===== config.mk =====
export PLATFORM = sky130hd
export DESIGN_NAME = psec_config
export DESIGN_NICKNAME = d
export VERILOG_FILES = /design/src/core/psec_pkg.sv /design/src/core/psec_config.sv
export SDC_FILE = /design/constraint.sdc
export NUM_CORES = 1
export LEC_CHECK = 0
export BUFFER_PORTS_ARGS = -buffer_cell sky130_fd_sc_hd__buf_2
export CORE_UTILIZATION = 35
export DETAILED_ROUTE_END_ITERATION = 7
export PLACE_DENSITY = 0.58
export SLEW_MARGIN = 30
export SYNTH_ARGS = -nofsm -noshare
export SYNTH_HDL_FRONTEND = slang
export SYNTH_SLANG_ARGS = --single-unit
export TNS_END_PERCENT = 1

===== constraint.sdc =====
create_clock -name sys_clk -period 9.45 [get_ports sys_clk]
set_input_delay 1.89 -clock sys_clk [delete_from_list [all_inputs] [get_ports sys_clk]]
set_output_delay 1.89 -clock sys_clk [all_outputs]
set_load 0.02 [all_outputs]

===== src/core/psec_pkg.sv =====
// package for the packet, security and event-mask configuration bank
// assumes a byte-wide command/answer port in front of the bank, framing parsed inside the bank
package psec_pkg;
  // frame bytes
  localparam logic [7:0] FRAME_HEADER = 8'hFF;
  localparam logic [7:0] FRAME_ESCAPE = 8'hFE;
  localparam logic [7:0] FRAME_ACK = 8'h06;
  localparam logic [7:0] FRAME_NACK = 8'h15;
  localparam logic [7:0] FRAME_SIZE = 8'h03;
  // register locations
  localparam logic [7:0] LOC_MASK2_NV = 8'h80;
  localparam logic [7:0] LOC_MASK1_NV = 8'h81;
  localparam logic [7:0] LOC_MASK0_NV = 8'h82;
  localparam logic [7:0] LOC_PKT_NV = 8'h83;
  localparam logic [7:0] LOC_SEC_NV = 8'h84;
  localparam logic [7:0] LOC_MASK2 = 8'hD0;
  localparam logic [7:0] LOC_MASK1 = 8'hD1;
  localparam logic [7:0] LOC_MASK0 = 8'hD2;
  localparam logic [7:0] LOC_PKT = 8'hD3;
  localparam logic [7:0] LOC_SEC = 8'hD4;
  localparam logic [7:0] LOC_FLAG2 = 8'hCD;
  localparam logic [7:0] LOC_FLAG1 = 8'hCE;
  localparam logic [7:0] LOC_FLAG0 = 8'hCF;
  // address code = location with bit 7 cleared
  localparam logic [7:0] CODE_LOC_BIT = 8'h80;
  // packet option fields
  localparam int PKT_SEND_EXPL = 0;
  localparam int PKT_SEND_CMDLOW = 1;
  localparam int PKT_RECV_EXPL = 2;
  localparam int PKT_CTS_STATUS = 3;
  localparam logic [7:0] PKT_RESERVED_MASK = 8'hF0;
  // security option fields
  localparam int SEC_BTN_RESTORE = 0;
  localparam int SEC_KEY_SHARE = 1;
  localparam int SEC_KEY_CHANGE = 2;
  localparam int SEC_ADDR_CHANGE = 3;
  localparam int SEC_NODE_ROLE = 4;
  localparam int SEC_PLAINTEXT = 5;
  localparam int SEC_RESERVED = 6;
  localparam int SEC_EDIT_ALLOW = 7;
  // reset values
  localparam logic [7:0] PKT_RESET = 8'h00;
  localparam logic [7:0] SEC_RESET = 8'hFF;
  localparam logic [7:0] MASK_RESET = 8'h00;
  // timing
  localparam int CLK_HZ = 100000000;
  localparam int RESTORE_HOLD_MS = 3000;
  localparam int SHORT_PRESS_MS = 1000;
  localparam int RESTORE_PRESSES = 4;
  localparam int MS_CYCLES = CLK_HZ / 1000;

  // one command as handed over by the byte framer
  typedef struct packed {
    logic valid;
    logic write;
    logic [7:0] code;
    logic [7:0] data;
  } psec_cmd_t;

  // one answer back toward the host
  typedef struct packed {
    logic valid;
    logic [7:0] status;
    logic [7:0] loc;
    logic [7:0] data;
  } psec_ans_t;

  typedef enum logic [3:0] {
    FR_HDR = 4'h1,
    FR_SIZE = 4'h2,
    FR_BODY = 4'h4,
    FR_VAL = 4'h8
  } psec_frame_t;
endpackage


===== src/core/psec_config.sv =====
// configuration bank: packet options, security options, extended event mask and flags
// assumes the host bytes arrive one per rx_valid pulse, synchronous to sys_clk
`timescale 1ns/1ps
module psec_config
  import psec_pkg::*;
(
  input wire logic sys_clk,
  input wire logic resetn,
  input wire logic rx_valid,
  input wire logic [7:0] rx_byte,
  output logic tx_valid,
  output logic [7:0] tx_byte,
  input wire logic [23:0] event_flag_set,
  input wire logic [7:0] legacy_event_mask,
  input wire logic command_line_n,
  input wire logic send_packet_request,
  input wire logic push_button_input,
  input wire logic key_copies_cleared,
  input wire logic new_key_button_action,
  input wire logic rx_packet_plaintext,
  output logic event_alert_line,
  output logic [7:0] packet_options_out,
  output logic [7:0] join_options_out,
  output logic send_trigger,
  output logic tx_flush,
  output logic plaintext_drop,
  output logic cts_is_status,
  output logic factory_restore
);
  localparam int PRESS_CYC = SHORT_PRESS_MS * MS_CYCLES;
  localparam int HOLD_CYC = RESTORE_HOLD_MS * MS_CYCLES;

  logic rst_s1_reg, rst_s2_reg;
  logic rst_n;
  psec_frame_t st_reg;
  logic [1:0] esc_cnt_reg;
  logic [7:0] code_reg;
  logic [7:0] pkt_reg, pkt_nv_reg, sec_reg, sec_nv_reg;
  logic [7:0] mask_reg [3];
  logic [7:0] mask_nv_reg [3];
  logic [23:0] flag_reg;
  logic [7:0] ans_q_reg [3];
  logic [1:0] ans_cnt_reg;
  logic cmd_d_reg;
  logic [31:0] btn_cnt_reg;
  logic [2:0] press_cnt_reg;
  logic btn_d_reg;

  // reset release through two flops
  always_ff @(posedge sys_clk or negedge resetn) begin
    if (!resetn) begin
      rst_s1_reg <= 1'b0;
      rst_s2_reg <= 1'b0;
    end else begin
      rst_s1_reg <= 1'b1;
      rst_s2_reg <= rst_s1_reg;
    end
  end
  assign rst_n = rst_s2_reg;

  // byte-to-register index: 0..2 mask, 3 packet, 4 security
  function automatic logic [2:0] loc_index(input logic [7:0] loc);
    logic [2:0] idx;
    idx = 3'h7;
    case (loc & ~CODE_LOC_BIT)
      (LOC_MASK2 & ~CODE_LOC_BIT), (LOC_MASK2_NV & ~CODE_LOC_BIT): idx = 3'h0;
      (LOC_MASK1 & ~CODE_LOC_BIT), (LOC_MASK1_NV & ~CODE_LOC_BIT): idx = 3'h1;
      (LOC_MASK0 & ~CODE_LOC_BIT), (LOC_MASK0_NV & ~CODE_LOC_BIT): idx = 3'h2;
      (LOC_PKT & ~CODE_LOC_BIT), (LOC_PKT_NV & ~CODE_LOC_BIT): idx = 3'h3;
      (LOC_SEC & ~CODE_LOC_BIT), (LOC_SEC_NV & ~CODE_LOC_BIT): idx = 3'h4;
      default: idx = 3'h7;
    endcase
    return idx;
  endfunction

  // decode of the current command
  wire logic [7:0] loc_w = code_reg | CODE_LOC_BIT;
  wire logic nv_w = (loc_w[6] == 1'b0); // 0x8x saved copy, 0xDx volatile
  wire logic [2:0] idx_w = loc_index(code_reg);
  wire logic is_flag_w = (loc_w >= LOC_FLAG2) && (loc_w <= LOC_FLAG0);
  wire logic [1:0] flag_byte_w = 2'(loc_w - LOC_FLAG2); // 0 is byte 2
  wire logic [7:0] sec_cur_w = nv_w ? sec_nv_reg : sec_reg;
  wire logic [7:0] wr_w = rx_byte;
  // edit lock and role checks on a security write
  wire logic lock_nack_w = !sec_cur_w[SEC_EDIT_ALLOW] &&
    ((!sec_cur_w[SEC_KEY_SHARE] && wr_w[SEC_KEY_SHARE]) ||
     (!sec_cur_w[SEC_EDIT_ALLOW] && wr_w[SEC_EDIT_ALLOW]) ||
     (!sec_cur_w[SEC_PLAINTEXT] && wr_w[SEC_PLAINTEXT]));
  wire logic role_nack_w = sec_cur_w[SEC_NODE_ROLE] && !wr_w[SEC_NODE_ROLE] && !key_copies_cleared;
  wire logic wr_fire_w = rx_valid && (st_reg == FR_VAL);
  wire logic rd_fire_w = rx_valid && (st_reg == FR_BODY) && (esc_cnt_reg == 2'd2);
  wire logic wr_ok_w = wr_fire_w && (is_flag_w || (idx_w != 3'h7)) &&
    !((idx_w == 3'h4) && (lock_nack_w || role_nack_w));
  wire logic pkt_wr_w = wr_ok_w && !nv_w && (idx_w == 3'h3);
  wire logic sec_wr_w = wr_ok_w && (idx_w == 3'h4);
  wire logic [7:0] pkt_new_w = wr_w & ~PKT_RESERVED_MASK;
  wire logic [7:0] sec_new_w = wr_w | (8'h01 << SEC_RESERVED);

  // read value selection
  function automatic logic [7:0] rd_value(input logic [2:0] idx, input logic nv,
      input logic [7:0] p, input logic [7:0] pn, input logic [7:0] s, input logic [7:0] sn,
      input logic [7:0] m0, input logic [7:0] m1, input logic [7:0] m2,
      input logic [7:0] n0, input logic [7:0] n1, input logic [7:0] n2);
    logic [7:0] v;
    v = 8'h00;
    case (idx)
      3'h0: v = nv ? n0 : m0;
      3'h1: v = nv ? n1 : m1;
      3'h2: v = nv ? n2 : m2;
      3'h3: v = nv ? pn : p;
      3'h4: v = nv ? sn : s;
      default: v = 8'h00;
    endcase
    return v;
  endfunction
  // read value for the code byte arriving now, flags included
  wire logic [7:0] rd_loc_w = rx_byte | CODE_LOC_BIT;
  wire logic rd_flag_w = (rd_loc_w >= LOC_FLAG2) && (rd_loc_w <= LOC_FLAG0);
  wire logic [1:0] rd_fbyte_w = 2'(rd_loc_w - LOC_FLAG2); // 0 is byte 2
  wire logic [7:0] rd_w = rd_flag_w ? flag_reg[8'(23 - 8 * rd_fbyte_w) -: 8] :
    rd_value(loc_index(rx_byte), !rx_byte[6], pkt_reg, pkt_nv_reg, sec_reg, sec_nv_reg,
      mask_reg[0], mask_reg[1], mask_reg[2], mask_nv_reg[0], mask_nv_reg[1], mask_nv_reg[2]);

  // frame parser: header, size, escapes, code, value
  always_ff @(posedge sys_clk or negedge rst_n) begin
    if (!rst_n) begin
      st_reg <= FR_HDR;
      esc_cnt_reg <= 2'd0;
      code_reg <= 8'h00;
    end else if (rx_valid) begin
      case (st_reg)
        FR_HDR: begin
          if (rx_byte == FRAME_HEADER) st_reg <= FR_SIZE;
          esc_cnt_reg <= 2'd0;
        end
        FR_SIZE: st_reg <= FR_BODY;
        FR_BODY: begin
          if (rx_byte == FRAME_ESCAPE && esc_cnt_reg != 2'd2) begin
            esc_cnt_reg <= esc_cnt_reg + 2'd1;
          end else if (esc_cnt_reg == 2'd1) begin
            code_reg <= rx_byte; // one escape: write frame
            st_reg <= FR_VAL;
          end else begin
            code_reg <= rx_byte; // two escapes: read frame
            st_reg <= FR_HDR;
          end
        end
        FR_VAL: st_reg <= FR_HDR;
        default: st_reg <= FR_HDR;
      endcase
    end
  end

  // answer queue: ack, location, value for a read, or a single ack or nack for a write
  always_ff @(posedge sys_clk or negedge rst_n) begin
    if (!rst_n) begin
      ans_cnt_reg <= 2'd0;
      tx_valid <= 1'b0;
      tx_byte <= 8'h00;
      for (int i = 0; i < 3; i++) ans_q_reg[i] <= 8'h00;
    end else if (rd_fire_w) begin
      ans_q_reg[0] <= FRAME_ACK;
      ans_q_reg[1] <= rx_byte | CODE_LOC_BIT;
      ans_q_reg[2] <= rd_w;
      ans_cnt_reg <= 2'd3;
      tx_valid <= 1'b0;
    end else if (wr_fire_w) begin
      ans_q_reg[0] <= wr_ok_w ? FRAME_ACK : FRAME_NACK;
      ans_cnt_reg <= 2'd1;
      tx_valid <= 1'b0;
    end else if (ans_cnt_reg != 2'd0) begin
      tx_valid <= 1'b1;
      tx_byte <= ans_q_reg[0];
      ans_q_reg[0] <= ans_q_reg[1];
      ans_q_reg[1] <= ans_q_reg[2];
      ans_cnt_reg <= ans_cnt_reg - 2'd1;
    end else begin
      tx_valid <= 1'b0;
    end
  end

  // packet and security registers, volatile and saved copies
  always_ff @(posedge sys_clk or negedge rst_n) begin
    if (!rst_n) begin
      pkt_reg <= PKT_RESET;
      pkt_nv_reg <= PKT_RESET;
      sec_reg <= SEC_RESET;
      sec_nv_reg <= SEC_RESET;
    end else if (factory_restore) begin
      pkt_reg <= PKT_RESET;
      pkt_nv_reg <= PKT_RESET;
      sec_reg <= SEC_RESET; // restore lifts the edit lock
      sec_nv_reg <= SEC_RESET;
    end else begin
      if (wr_ok_w && nv_w && idx_w == 3'h3) pkt_nv_reg <= pkt_new_w;
      if (pkt_wr_w) pkt_reg <= pkt_new_w;
      if (sec_wr_w && nv_w) sec_nv_reg <= sec_new_w;
      if (sec_wr_w && !nv_w) sec_reg <= sec_new_w;
      if (new_key_button_action) begin
        sec_reg[SEC_NODE_ROLE] <= 1'b0;
        sec_nv_reg[SEC_NODE_ROLE] <= 1'b0;
      end
    end
  end

  // extended mask bytes, index 0 is byte 2
  genvar g;
  generate
    for (g = 0; g < 3; g++) begin : g_mask
      always_ff @(posedge sys_clk or negedge rst_n) begin
        if (!rst_n) begin
          mask_reg[g] <= MASK_RESET;
          mask_nv_reg[g] <= MASK_RESET;
        end else if (wr_ok_w && idx_w == 3'(g)) begin
          if (nv_w) mask_nv_reg[g] <= wr_w;
          else mask_reg[g] <= wr_w;
        end
      end
    end
  endgenerate

  // flags: writes AND in, new events win over the clear
  wire logic [23:0] flag_and_w = {(flag_byte_w == 2'd0) ? wr_w : 8'hFF,
    (flag_byte_w == 2'd1) ? wr_w : 8'hFF, (flag_byte_w == 2'd2) ? wr_w : 8'hFF};
  always_ff @(posedge sys_clk or negedge rst_n) begin
    if (!rst_n) flag_reg <= 24'h000000;
    else if (wr_ok_w && is_flag_w) flag_reg <= (flag_reg & flag_and_w) | event_flag_set;
    else flag_reg <= flag_reg | event_flag_set;
  end

  // alert line from flags, mask and legacy mask every cycle
  wire logic alert_w = ((flag_reg & {mask_reg[0], mask_reg[1], mask_reg[2]}) != 24'h000000)
    && (legacy_event_mask == 8'h00);

  // send trigger: request or falling command line; explicit flag change by a volatile packet write flushes
  wire logic cmd_fall_w = cmd_d_reg && !command_line_n && pkt_reg[PKT_SEND_CMDLOW];
  wire logic flush_w = pkt_wr_w && (pkt_new_w[PKT_SEND_EXPL] != pkt_reg[PKT_SEND_EXPL]);

  // button restore: count short presses, then a long hold
  wire logic btn_rel_w = btn_d_reg && !push_button_input;
  wire logic restore_w = sec_reg[SEC_BTN_RESTORE] && push_button_input &&
    press_cnt_reg == 3'(RESTORE_PRESSES) && btn_cnt_reg == 32'(HOLD_CYC);
  always_ff @(posedge sys_clk or negedge rst_n) begin
    if (!rst_n) begin
      btn_cnt_reg <= 32'd0;
      press_cnt_reg <= 3'd0;
      btn_d_reg <= 1'b0;
      cmd_d_reg <= 1'b1;
    end else begin
      btn_d_reg <= push_button_input;
      cmd_d_reg <= command_line_n;
      if (push_button_input) btn_cnt_reg <= btn_cnt_reg + 32'd1;
      else if (btn_rel_w || btn_cnt_reg > 32'(PRESS_CYC)) btn_cnt_reg <= 32'd0;
      if (restore_w) press_cnt_reg <= 3'd0;
      else if (btn_rel_w) begin
        if (btn_cnt_reg <= 32'(PRESS_CYC) && press_cnt_reg < 3'(RESTORE_PRESSES))
          press_cnt_reg <= press_cnt_reg + 3'd1;
        else press_cnt_reg <= 3'd0;
      end
    end
  end

  // registered outputs
  always_ff @(posedge sys_clk or negedge rst_n) begin
    if (!rst_n) begin
      event_alert_line <= 1'b0;
      packet_options_out <= PKT_RESET;
      join_options_out <= SEC_RESET;
      send_trigger <= 1'b0;
      tx_flush <= 1'b0;
      plaintext_drop <= 1'b0;
      cts_is_status <= 1'b0;
      factory_restore <= 1'b0;
    end else begin
      event_alert_line <= alert_w;
      packet_options_out <= pkt_reg;
      join_options_out <= sec_nv_reg;
      send_trigger <= send_packet_request || cmd_fall_w;
      tx_flush <= flush_w;
      plaintext_drop <= rx_packet_plaintext && !sec_reg[SEC_PLAINTEXT];
      cts_is_status <= pkt_reg[PKT_CTS_STATUS];
      factory_restore <= restore_w;
    end
  end
endmodule // psec_config


==> out/results.ini, run 1 <==
[finish]
post-route-util = 0.403
diodes = 0
largest_register_ffs = 32
syn_to_final_growth_pct = 12.6
layout-drive-gt1-share = 0.234
nets = 987
fin_area_mm2 = 0.0109

[logic_synthesis]
ys_ff_latch = 197
synth_top_area_frac = 0.449
yosysWarnings = 0
synth_cells = 884
synth_area_mm2 = 0.00970
yosysMostFrequentCell = dfrtp_1
synthDistinctLibCells = 72
synthArstFlopShare = 1.00
yosys-top-cells-count = dfrtp_1 (174), o21ai_0 (71), mux2_2 (64), nand2_1 (61), mux2i_1 (53)
synth_edf_count = 0
ys_seq_area_frac = 0.511
ys_top_cells_by_area = dfrtp_1 (45%), mux2_2 (7.4%), dfstp_2 (6.2%)
synth_flop_cell = dfrtp_1
syn_avg_cell_area_um2 = 11.0
yosysTopAreaCell = dfrtp_1

[setup_path]
crit_fanout = 24
path_buf_inv = 2
max_stage_delay_ns = 0.66
cp.required_ns = 9.77
crit_family = simple AND/OR/NAND/NOR gates
worst_setup_path_end_kind = register
path_cells = buf_2, inv_1, ha_1, or4b_2, nand3_1, mux2_2
arrival_ns = 4.42
crit_type = in2reg
critPathLaunchType = input port
crit_slowest_cell = or4b_2

[clock_network]
clk_latency_ns = 0.44
cts-resized-gates = 0
root_buffer = clkbuf_16
cts_tree = done
cts_setup_buffers = 0
cts_inserted_buffers = 17
cts_buffer_depth = 2
cts.sink_count = 197
clk_pin_slew_ns = 0.07
cts_hold_buf = 0
cts_max_level = 4

[timing]
max_slew.worst_pin.slew_ns = 1.02
fmax_mhz = 244
fin_crit_sh = 0.434
slew_viol_final = 0
hold_ws_ns = 0.280
grt_setup_unrepaired = false
fin_skew_ns = 0.0143
setup_tns_ns = 0
period_needed_ns = 4.10
setup_viol = 0
finalHoldViolations = 0
slew_headroom = 0.318

[status]
status = complete, no violations

[route]
ant_nets = 0
drt_wl_total_um = 25000
drtPass1Iterations = 5
dr.first_iter.drc_count = 631
via_count = 6974
post-route-drc-count = 0
via_per_inst = 5.32
wl_per_cell_um = 19.1

[floorplanning]
start_util = 0.358
num_rows = 60
fp.coreArea_mm2 = 0.0271
die_h_um = 168
ios = 80
die_width_um = 168
dieArea_mm2 = 0.0284

[placed_design]
gp_congestion = 0.913
numPortBuffers = 74
hpwl_um = 17200
place_area_mm2 = 0.0103

[power]
powerDensity_mw_per_mm2 = 192
vdd_ir_drop_max_mv = 0.0963
p_leak_nw = 4.99
fin_total_pwr_mw = 2.09

[global_route]
grt_pass1_wl_um = 39800
grt_max_degree = 83
antenna_found_initial = 1
track_usage = 0.183
grt_overflow = 0
grt_pass1_vias = 6743

[run]
drv_cap = 0

[worst_hold_path]
min_path_type = reg2async

==> per-layer routing <==
metal / track usage / vias up / share of wire
met4: 0.0439 / 0 / 0.012
met5: 0 / - / 0
li1: - / 3278 / -
met2: 0.274 / 153 / 0.45
met3: 0.0283 / 23 / 0.044
met1: 0.274 / 3520 / 0.49
==> power by group <==
| part | total [mW] | switching [mW] | internal (mW) | leakage [nW] |
|---|---|---|---|---|
| registers | 1.03 | 0.0993 | 0.929 | 2.50 |
| clock network | 0.733 | 0.347 | 0.386 | 0.284 |
| logic | 0.333 | 0.181 | 0.152 | 2.21 |
==> cells by family after synthesis <==
| kind of cell | synth area share |
|---|---|
| compound gates | 0.127 |
| xor+xnor | 0.0298 |
| fa+ha+maj | 0.0155 |
| buf+inv | 0.0382 |
| flops | 0.511 |
| mux | 0.129 |
| other cells | 0.000774 |
| simple gates | 0.148 |
==> per-stage QoR <==
stage	setup WS [ns]	std cells
6_report	5.35	1311
5_1_grt	5.22	1311
4_1_cts	5.36	1311
3_5_place_dp	4.91	1279
3_3_place_gp	4.95	1279
2_1_floorplan	3.59	888
==> cell usage in the layout, fill, tap and decap left out, types with 4 or more instances in the layout <==
cell	Yosys	routed
a211o_1	6	6
a211oi_1	4	4
a21oi_1	11	11
a221oi_1	6	6
a22o_1	26	26
a22oi_1	14	14
a31oi_1	9	9
and2_1	5	5
and3_1	12	12
and4_1	6	6
buf_2	7	74
buf_4	6	6
clkbuf_16	0	17
conb_1	2	6
dfrtp_1	174	173
dfstp_2	23	23
ha_1	12	12
inv_1	21	21
inv_6	0	5
mux2_2	64	64
mux2i_1	53	53
nand2_1	61	61
nand2b_1	32	32
nand3_1	32	32
nand4_1	15	15
nor2_1	37	37
nor2b_1	8	8
nor3_1	6	4
nor3_2	3	5
nor4_1	10	10
o21ai_0	71	71
o22a_1	7	7
or3_1	5	5
xnor2_1	25	25
xor2_1	8	8
==> path summary, 6_finish.rpt <==
check / start / to / slack, ns / cells past startpoint
max: rx_byte[0] / code_reg[4] / 5.35 / 6
min: rst_n / plaintext_drop / 0.28 / 0
max reg2reg: st_reg[1] / mask_reg[23] / 6.68 / 4
min reg2reg: rst_n / plaintext_drop / 0.28 / 0
max in group asynchronous: rst_n / mask_nv_reg[14] / 8.06 / 1
min in group sys_clk: rst_s1_reg / rst_n / 0.35 / 0
==> layout make-up <==
type                    instances  area, um^2
fillers                      2622       16200
flip-flops and latches        197        4960
multi-input cells             607        4390
well taps                     372         465
clock buffers                  21         460
repair buffers                 82         438
clock inverters                11         119
inverters                      21        78.8
==> worst reg2reg max path: stages (launching register included) <==
cell,delay (ns)
dfrtp_1,0.49
nor4b_2,0.46
nand4_1,0.40
nor3_2,0.89
mux2_2,0.43
No activity file was read; power rests on OpenSTA's default activity.
==> run 2, diff against run 1 <==
clock period = 3.9 ns   (was 9.45 ns; I/O delays follow)
==> out/results.ini, run 2 (same netlist as run 1, synthesis figures left out) <==
[route]
dr.first_iter.drc_count = 588  ; -6.8%
post-route-drc-count = 0  ; unchanged
wl_per_cell_um = 19.1  ; +0.21%
drt_wl_total_um = 25200  ; +0.59%
drtPass1Iterations = 5  ; unchanged
ant_nets = 0  ; unchanged
via_per_inst = 5.34  ; +0.31%
via_count = 7022  ; +0.69%

[global_route]
antenna_found_initial = 0  ; -1
grt_pass1_vias = 6860  ; +1.7%
grt_overflow = 0  ; unchanged
grt_pass1_wl_um = 40200  ; +1.0%
track_usage = 0.184  ; +0.00158
grt_max_degree = 103  ; +24%

[timing]
setup_tns_ns = 0  ; unchanged
slew_headroom = 0.322  ; +0.00349
finalHoldViolations = 0  ; unchanged
fin_crit_sh = 0.679
period_needed_ns = 2.65
fin_skew_ns = 0.0190  ; +0.00470 ns
grt_setup_unrepaired = false
slew_viol_final = 0  ; unchanged
setup_viol = 0  ; unchanged
max_slew.worst_pin.slew_ns = 1.01  ; -0.00899 ns
fmax_mhz = 378

[setup_path]
critPathLaunchType = input port
worst_setup_path_end_kind = register
crit_start = rx_byte[0]
max_stage_delay_ns = 0.80  ; +0.14 ns
crit_slowest_cell = ha_1
reg2reg_from = btn_cnt_reg[0]
path_cells = buf_2, inv_1, ha_1, mux2i_1, o21ai_0, a222oi_1, a31oi_1
cp.required_ns = 4.18  ; -5.59 ns
crit_fanout = 16  ; -33%
arrival_ns = 2.93  ; -1.49 ns
crit_type = in2reg

[run]
drv_cap = 0  ; unchanged

[power]
switchingPower_mw = 1.56  ; +150%
p_int_mw = 3.47  ; +140%
p_comb_frac = 0.162  ; +0.003
fin_total_pwr_mw = 5.03  ; +140%
clkPwrFrac = 0.342  ; -0.008
powerDensity_mw_per_mm2 = 459  ; +140%
p_sw_frac = 0.310  ; +0.0107
p_leak_nw = 5.01  ; +0.39%
seqPwrFrac = 0.496  ; +0.005
vdd_ir_drop_max_mv = 0.328  ; +240%

[clock_network]
root_buffer = clkbuf_16
cts-resized-gates = 0  ; unchanged
cts_hold_buf = 0  ; unchanged
clk_latency_ns = 0.44  ; about the same
cts_inserted_buffers = 17  ; unchanged
cts_buffer_depth = 2  ; unchanged
cts_setup_buffers = 0  ; unchanged
cts_max_level = 4  ; unchanged
cts_tree = done
clk_pin_slew_ns = 0.07  ; about the same
cts.sink_count = 197  ; unchanged

[finish]
nets = 992  ; +0.51%
final_common_cell = dfrtp_1
largest_register_ffs = 32  ; unchanged
post-route-util = 0.404  ; +0.00148
final_cell_mix = dfrtp_1 (173), buf_2 (74), o21ai_0 (71)
syn_to_final_growth_pct = 13.0
finalNonFillerCells = 1316  ; +0.38%
diodes = 0  ; unchanged
layout-drive-gt1-share = 0.238  ; +0.00406

[placed_design]
gp_congestion = 0.884  ; -3.2%
hpwl_um = 17600  ; +2.5%
placedCellCount = 1284  ; +0.39%
numPortBuffers = 74  ; unchanged

[status]
status = complete, no violations

[floorplanning]
fp.coreArea_mm2 = 0.0271  ; unchanged
start_util = 0.358  ; unchanged
ios = 80  ; unchanged
die_h_um = 168  ; unchanged
dieArea_mm2 = 0.0284  ; unchanged
die_width_um = 168  ; unchanged
num_rows = 60  ; unchanged

[worst_hold_path]
min_path_type = in2async

## run 2: cell types whose count changed in the layout (fill, tap and decap cells not counted), sizes merged
| cell | previous run | this run |
|---|---|---|
| clkinv | 3 | 5 |
| bufinv | 1 | 0 |
| buf | 82 | 87 |
| inv | 27 | 28 |
| clkinvlp | 1 | 2 |
| clkbuf | 21 | 18 |
## run 2: layout make-up
| cell class | instances | area [um^2] |
|---|---|---|
| fillers | 2600 | 16100 |
| flip-flops and latches | 197 | 4960 |
| multi-input cells | 607 | 4390 |
| repair buffers | 87 | 493 |
| well taps | 372 | 465 |
| clock buffers | 18 | 429 |
| clock inverters | 14 | 139 |
| inverters | 21 | 78.8 |
## run 2: critical path, delay by kind of cell
family,cells,cell delay [ns]
muxes,1,0.26
AOI/OAI and AO/OA,3,0.57
buffers and inverters,2,0.50
adders and majority gates,1,0.80
## run 2: path summary, 6_finish.rpt
kind | endpoint | slack, ns | depth (start not counted)
setup / recovery | ans_q_reg[5] | 1.25 | 7
hold / removal | rst_n | 0.12 | 1
setup reg to reg | btn_cnt_reg[0] | 1.34 | 8
hold reg to reg | rst_n | 0.35 | 0
max in group asynchronous | ans_q_reg[8] | 2.45 | 1
min in group sys_clk | rst_n | 0.35 | 0
## run 2: metrics by stage
| step | instance area [um^2] | hold WS (ns) | setup WS [ns] |
|---|---|---|---|
| floorplan | 9710 | 0.331 | 0.675 |
| global placement | 10400 | 0.335 | 0.901 |
| detailed placement | 10400 | 0.336 | 0.833 |
| CTS | 11000 | 0.104 | 1.29 |
| global route | 11000 | 0.101 | 1.14 |
| finish | 11000 | 0.115 | 1.25 |
## run 2: power groups by stage
stage	combinational (mW)	clock, mW	sequential [mW]
2_1_floorplan	0.662	0	2.45
3_3_place_gp	0.799	0	2.53
3_5_place_dp	0.816	0	2.54
4_1_cts	0.819	1.77	2.50
5_1_grt	0.909	1.83	2.54
6_report	0.815	1.72	2.50
## run 2: metal layers
metal / wire length, um / track usage / vias to the layer above
met4: 231 / 0.0415 / 0
met5: 0 / 0 / -
met2: 11600 / 0.289 / 157
li1: - / - / 3289
met3: 1090 / 0.0257 / 19
met1: 12300 / 0.269 / 3557
==> run 3, diff against run 2 <==
clock period = 2.8 ns   (was 3.9 ns; I/O delays follow)
==> out/results.ini, run 3 (same netlist as run 1, synthesis figures left out) <==
[timing]
fin_crit_sh = 0.862
setup_tns_ns = 0  ; unchanged
finalHoldViolations = 0  ; unchanged
setup_viol = 0  ; unchanged
grt_setup_unrepaired = false
slew_headroom = 0.433  ; +0.112
fin_skew_ns = 0.0121  ; -0.00688 ns
fmax_mhz = 414
period_needed_ns = 2.41
max_slew.worst_pin.slew_ns = 0.850  ; -0.159 ns
slew_viol_final = 0  ; unchanged

[clock_network]
cts_inserted_buffers = 17  ; unchanged
clk_pin_slew_ns = 0.08  ; about the same
cts_tree = done
cts_buffer_depth = 2  ; unchanged
cts_setup_buffers = 0  ; unchanged
clk_latency_ns = 0.44  ; about the same
cts.sink_count = 197  ; unchanged
cts_max_level = 4  ; unchanged
root_buffer = clkbuf_16

[setup_path]
crit_fanout = 20  ; +4
critPathLaunchType = register
worst_setup_path_end_kind = register
cp.required_ns = 3.18  ; -1.00 ns
crit_type = reg2reg
arrival_ns = 2.79  ; -0.14 ns

[route]
drtPass1Iterations = 5  ; unchanged
wl_per_cell_um = 19.0  ; -0.79%
via_per_inst = 5.30  ; -0.73%
post-route-drc-count = 0  ; unchanged
ant_nets = 0  ; unchanged
via_count = 7119  ; +1.4%
drt_wl_total_um = 25500  ; +1.3%
dr.first_iter.drc_count = 660  ; +12%

[global_route]
track_usage = 0.185  ; +0.00135
grt_overflow = 0  ; unchanged
grt_pass1_wl_um = 40400  ; +0.45%
grt_max_degree = 90  ; -13%
antenna_found_initial = 0  ; unchanged
grt_pass1_vias = 6944  ; +1.2%

[run]
drv_cap = 0  ; unchanged

[finish]
finalNonFillerCells = 1344  ; +2.1%
diodes = 0  ; unchanged
final_cell_mix = dfrtp_1 (173), buf_2 (74), o21ai_0 (71)
fillers = 2599  ; -0.038%
largest_register_ffs = 32  ; unchanged
final_common_cell = dfrtp_1
syn_to_final_growth_pct = 15.2
layout-drive-gt1-share = 0.259  ; +0.0209
nets = 1020  ; +2.8%

[power]
fin_total_pwr_mw = 7.09  ; +41%
p_leak_nw = 5.15  ; +2.8%
vdd_ir_drop_max_mv = 0.322  ; -2.0%
powerDensity_mw_per_mm2 = 634  ; +38%

[floorplanning]
num_rows = 60  ; unchanged
ios = 80  ; unchanged
die_h_um = 168  ; unchanged
dieArea_mm2 = 0.0284  ; unchanged
fp.coreArea_mm2 = 0.0271  ; unchanged
start_util = 0.358  ; unchanged
die_width_um = 168  ; unchanged

[placed_design]
gp_congestion = 0.912  ; +3.2%
placedCellCount = 1311  ; +2.1%
hpwl_um = 18000  ; +1.9%
numPortBuffers = 74  ; unchanged

[status]
status = complete, no violations

[worst_hold_path]
min_path_type = in2reg

-- run 3: cell type report --
type                            instances  area (um^2)  area share
Sequential cell                       197         4960       0.444
Multi-Input combinational cell        607         4390       0.393
Timing Repair Buffer                  115          706      0.0632
Tap cell                              372          465      0.0417
Clock buffer                           20          457      0.0409
Clock inverter                         12          115      0.0103
Inverter                               21         78.8     0.00706
-- run 3: layer usage --
| metal | vias to the layer above | share of wire | track usage |
|---|---|---|---|
| li1 | 3342 | - | - |
| met1 | 3574 | 0.49 | 0.273 |
| met2 | 173 | 0.45 | 0.276 |
| met3 | 28 | 0.049 | 0.0355 |
| met4 | 2 | 0.014 | 0.0530 |
| met5 | - | 0.0012 | 0.00870 |
-- run 3: worst max-delay path: stages (launching register included) --
cell and delay (ns):
dfrtp_1 0.42, inv_1 0.09, ha_1 0.14, nor4b_1 0.22, nand4_1 0.26, or3_1 0.47, a21oi_2 0.26, buf_4 0.30
a22o_1 0.18
-- run 3: path summary, 6_finish.rpt --
path	from	end	slack, ns	cells after the start
worst min-delay path	command_line_n	cmd_d_reg	0.22	1
worst min register to register	rst_n	btn_cnt_reg[4]	0.36	1
min in group asynchronous	rst_n	btn_cnt_reg[4]	0.36	1
worst max register to register	btn_cnt_reg[0]	btn_cnt_reg[11]	0.39	8
max in group asynchronous	rst_n	join_options_out[5]	1.99	1
worst max-delay path	btn_cnt_reg[0]	btn_cnt_reg[11]	0.39	8
-- run 3: power breakdown --
| group | total [mW] | internal [mW] | switching, mW |
|---|---|---|---|
| registers | 3.47 | 3.14 | 0.332 |
| clock network | 2.44 | 1.29 | 1.15 |
| logic | 1.18 | 0.542 | 0.637 |
-- run 3: per-stage QoR --
step                      setup slack, ns   util  hold WS (ns)  instance area (um^2)
after detailed placement            0.213  0.391         0.346                 10600
after CTS                           0.335  0.412         0.210                 11200
after global placement              0.277  0.391         0.337                 10600
after global routing               0.0748  0.412         0.211                 11200
final                               0.385  0.412         0.223                 11200
after floorplan                     0.288      -         0.264                  9720
-- run 3: what timing repair did --
item	4_1_cts	5_1_grt
endpoints found under the setup margin	0	0
hold endpoints to repair	2	0
hold buffers	1	0
resized for setup	0	0
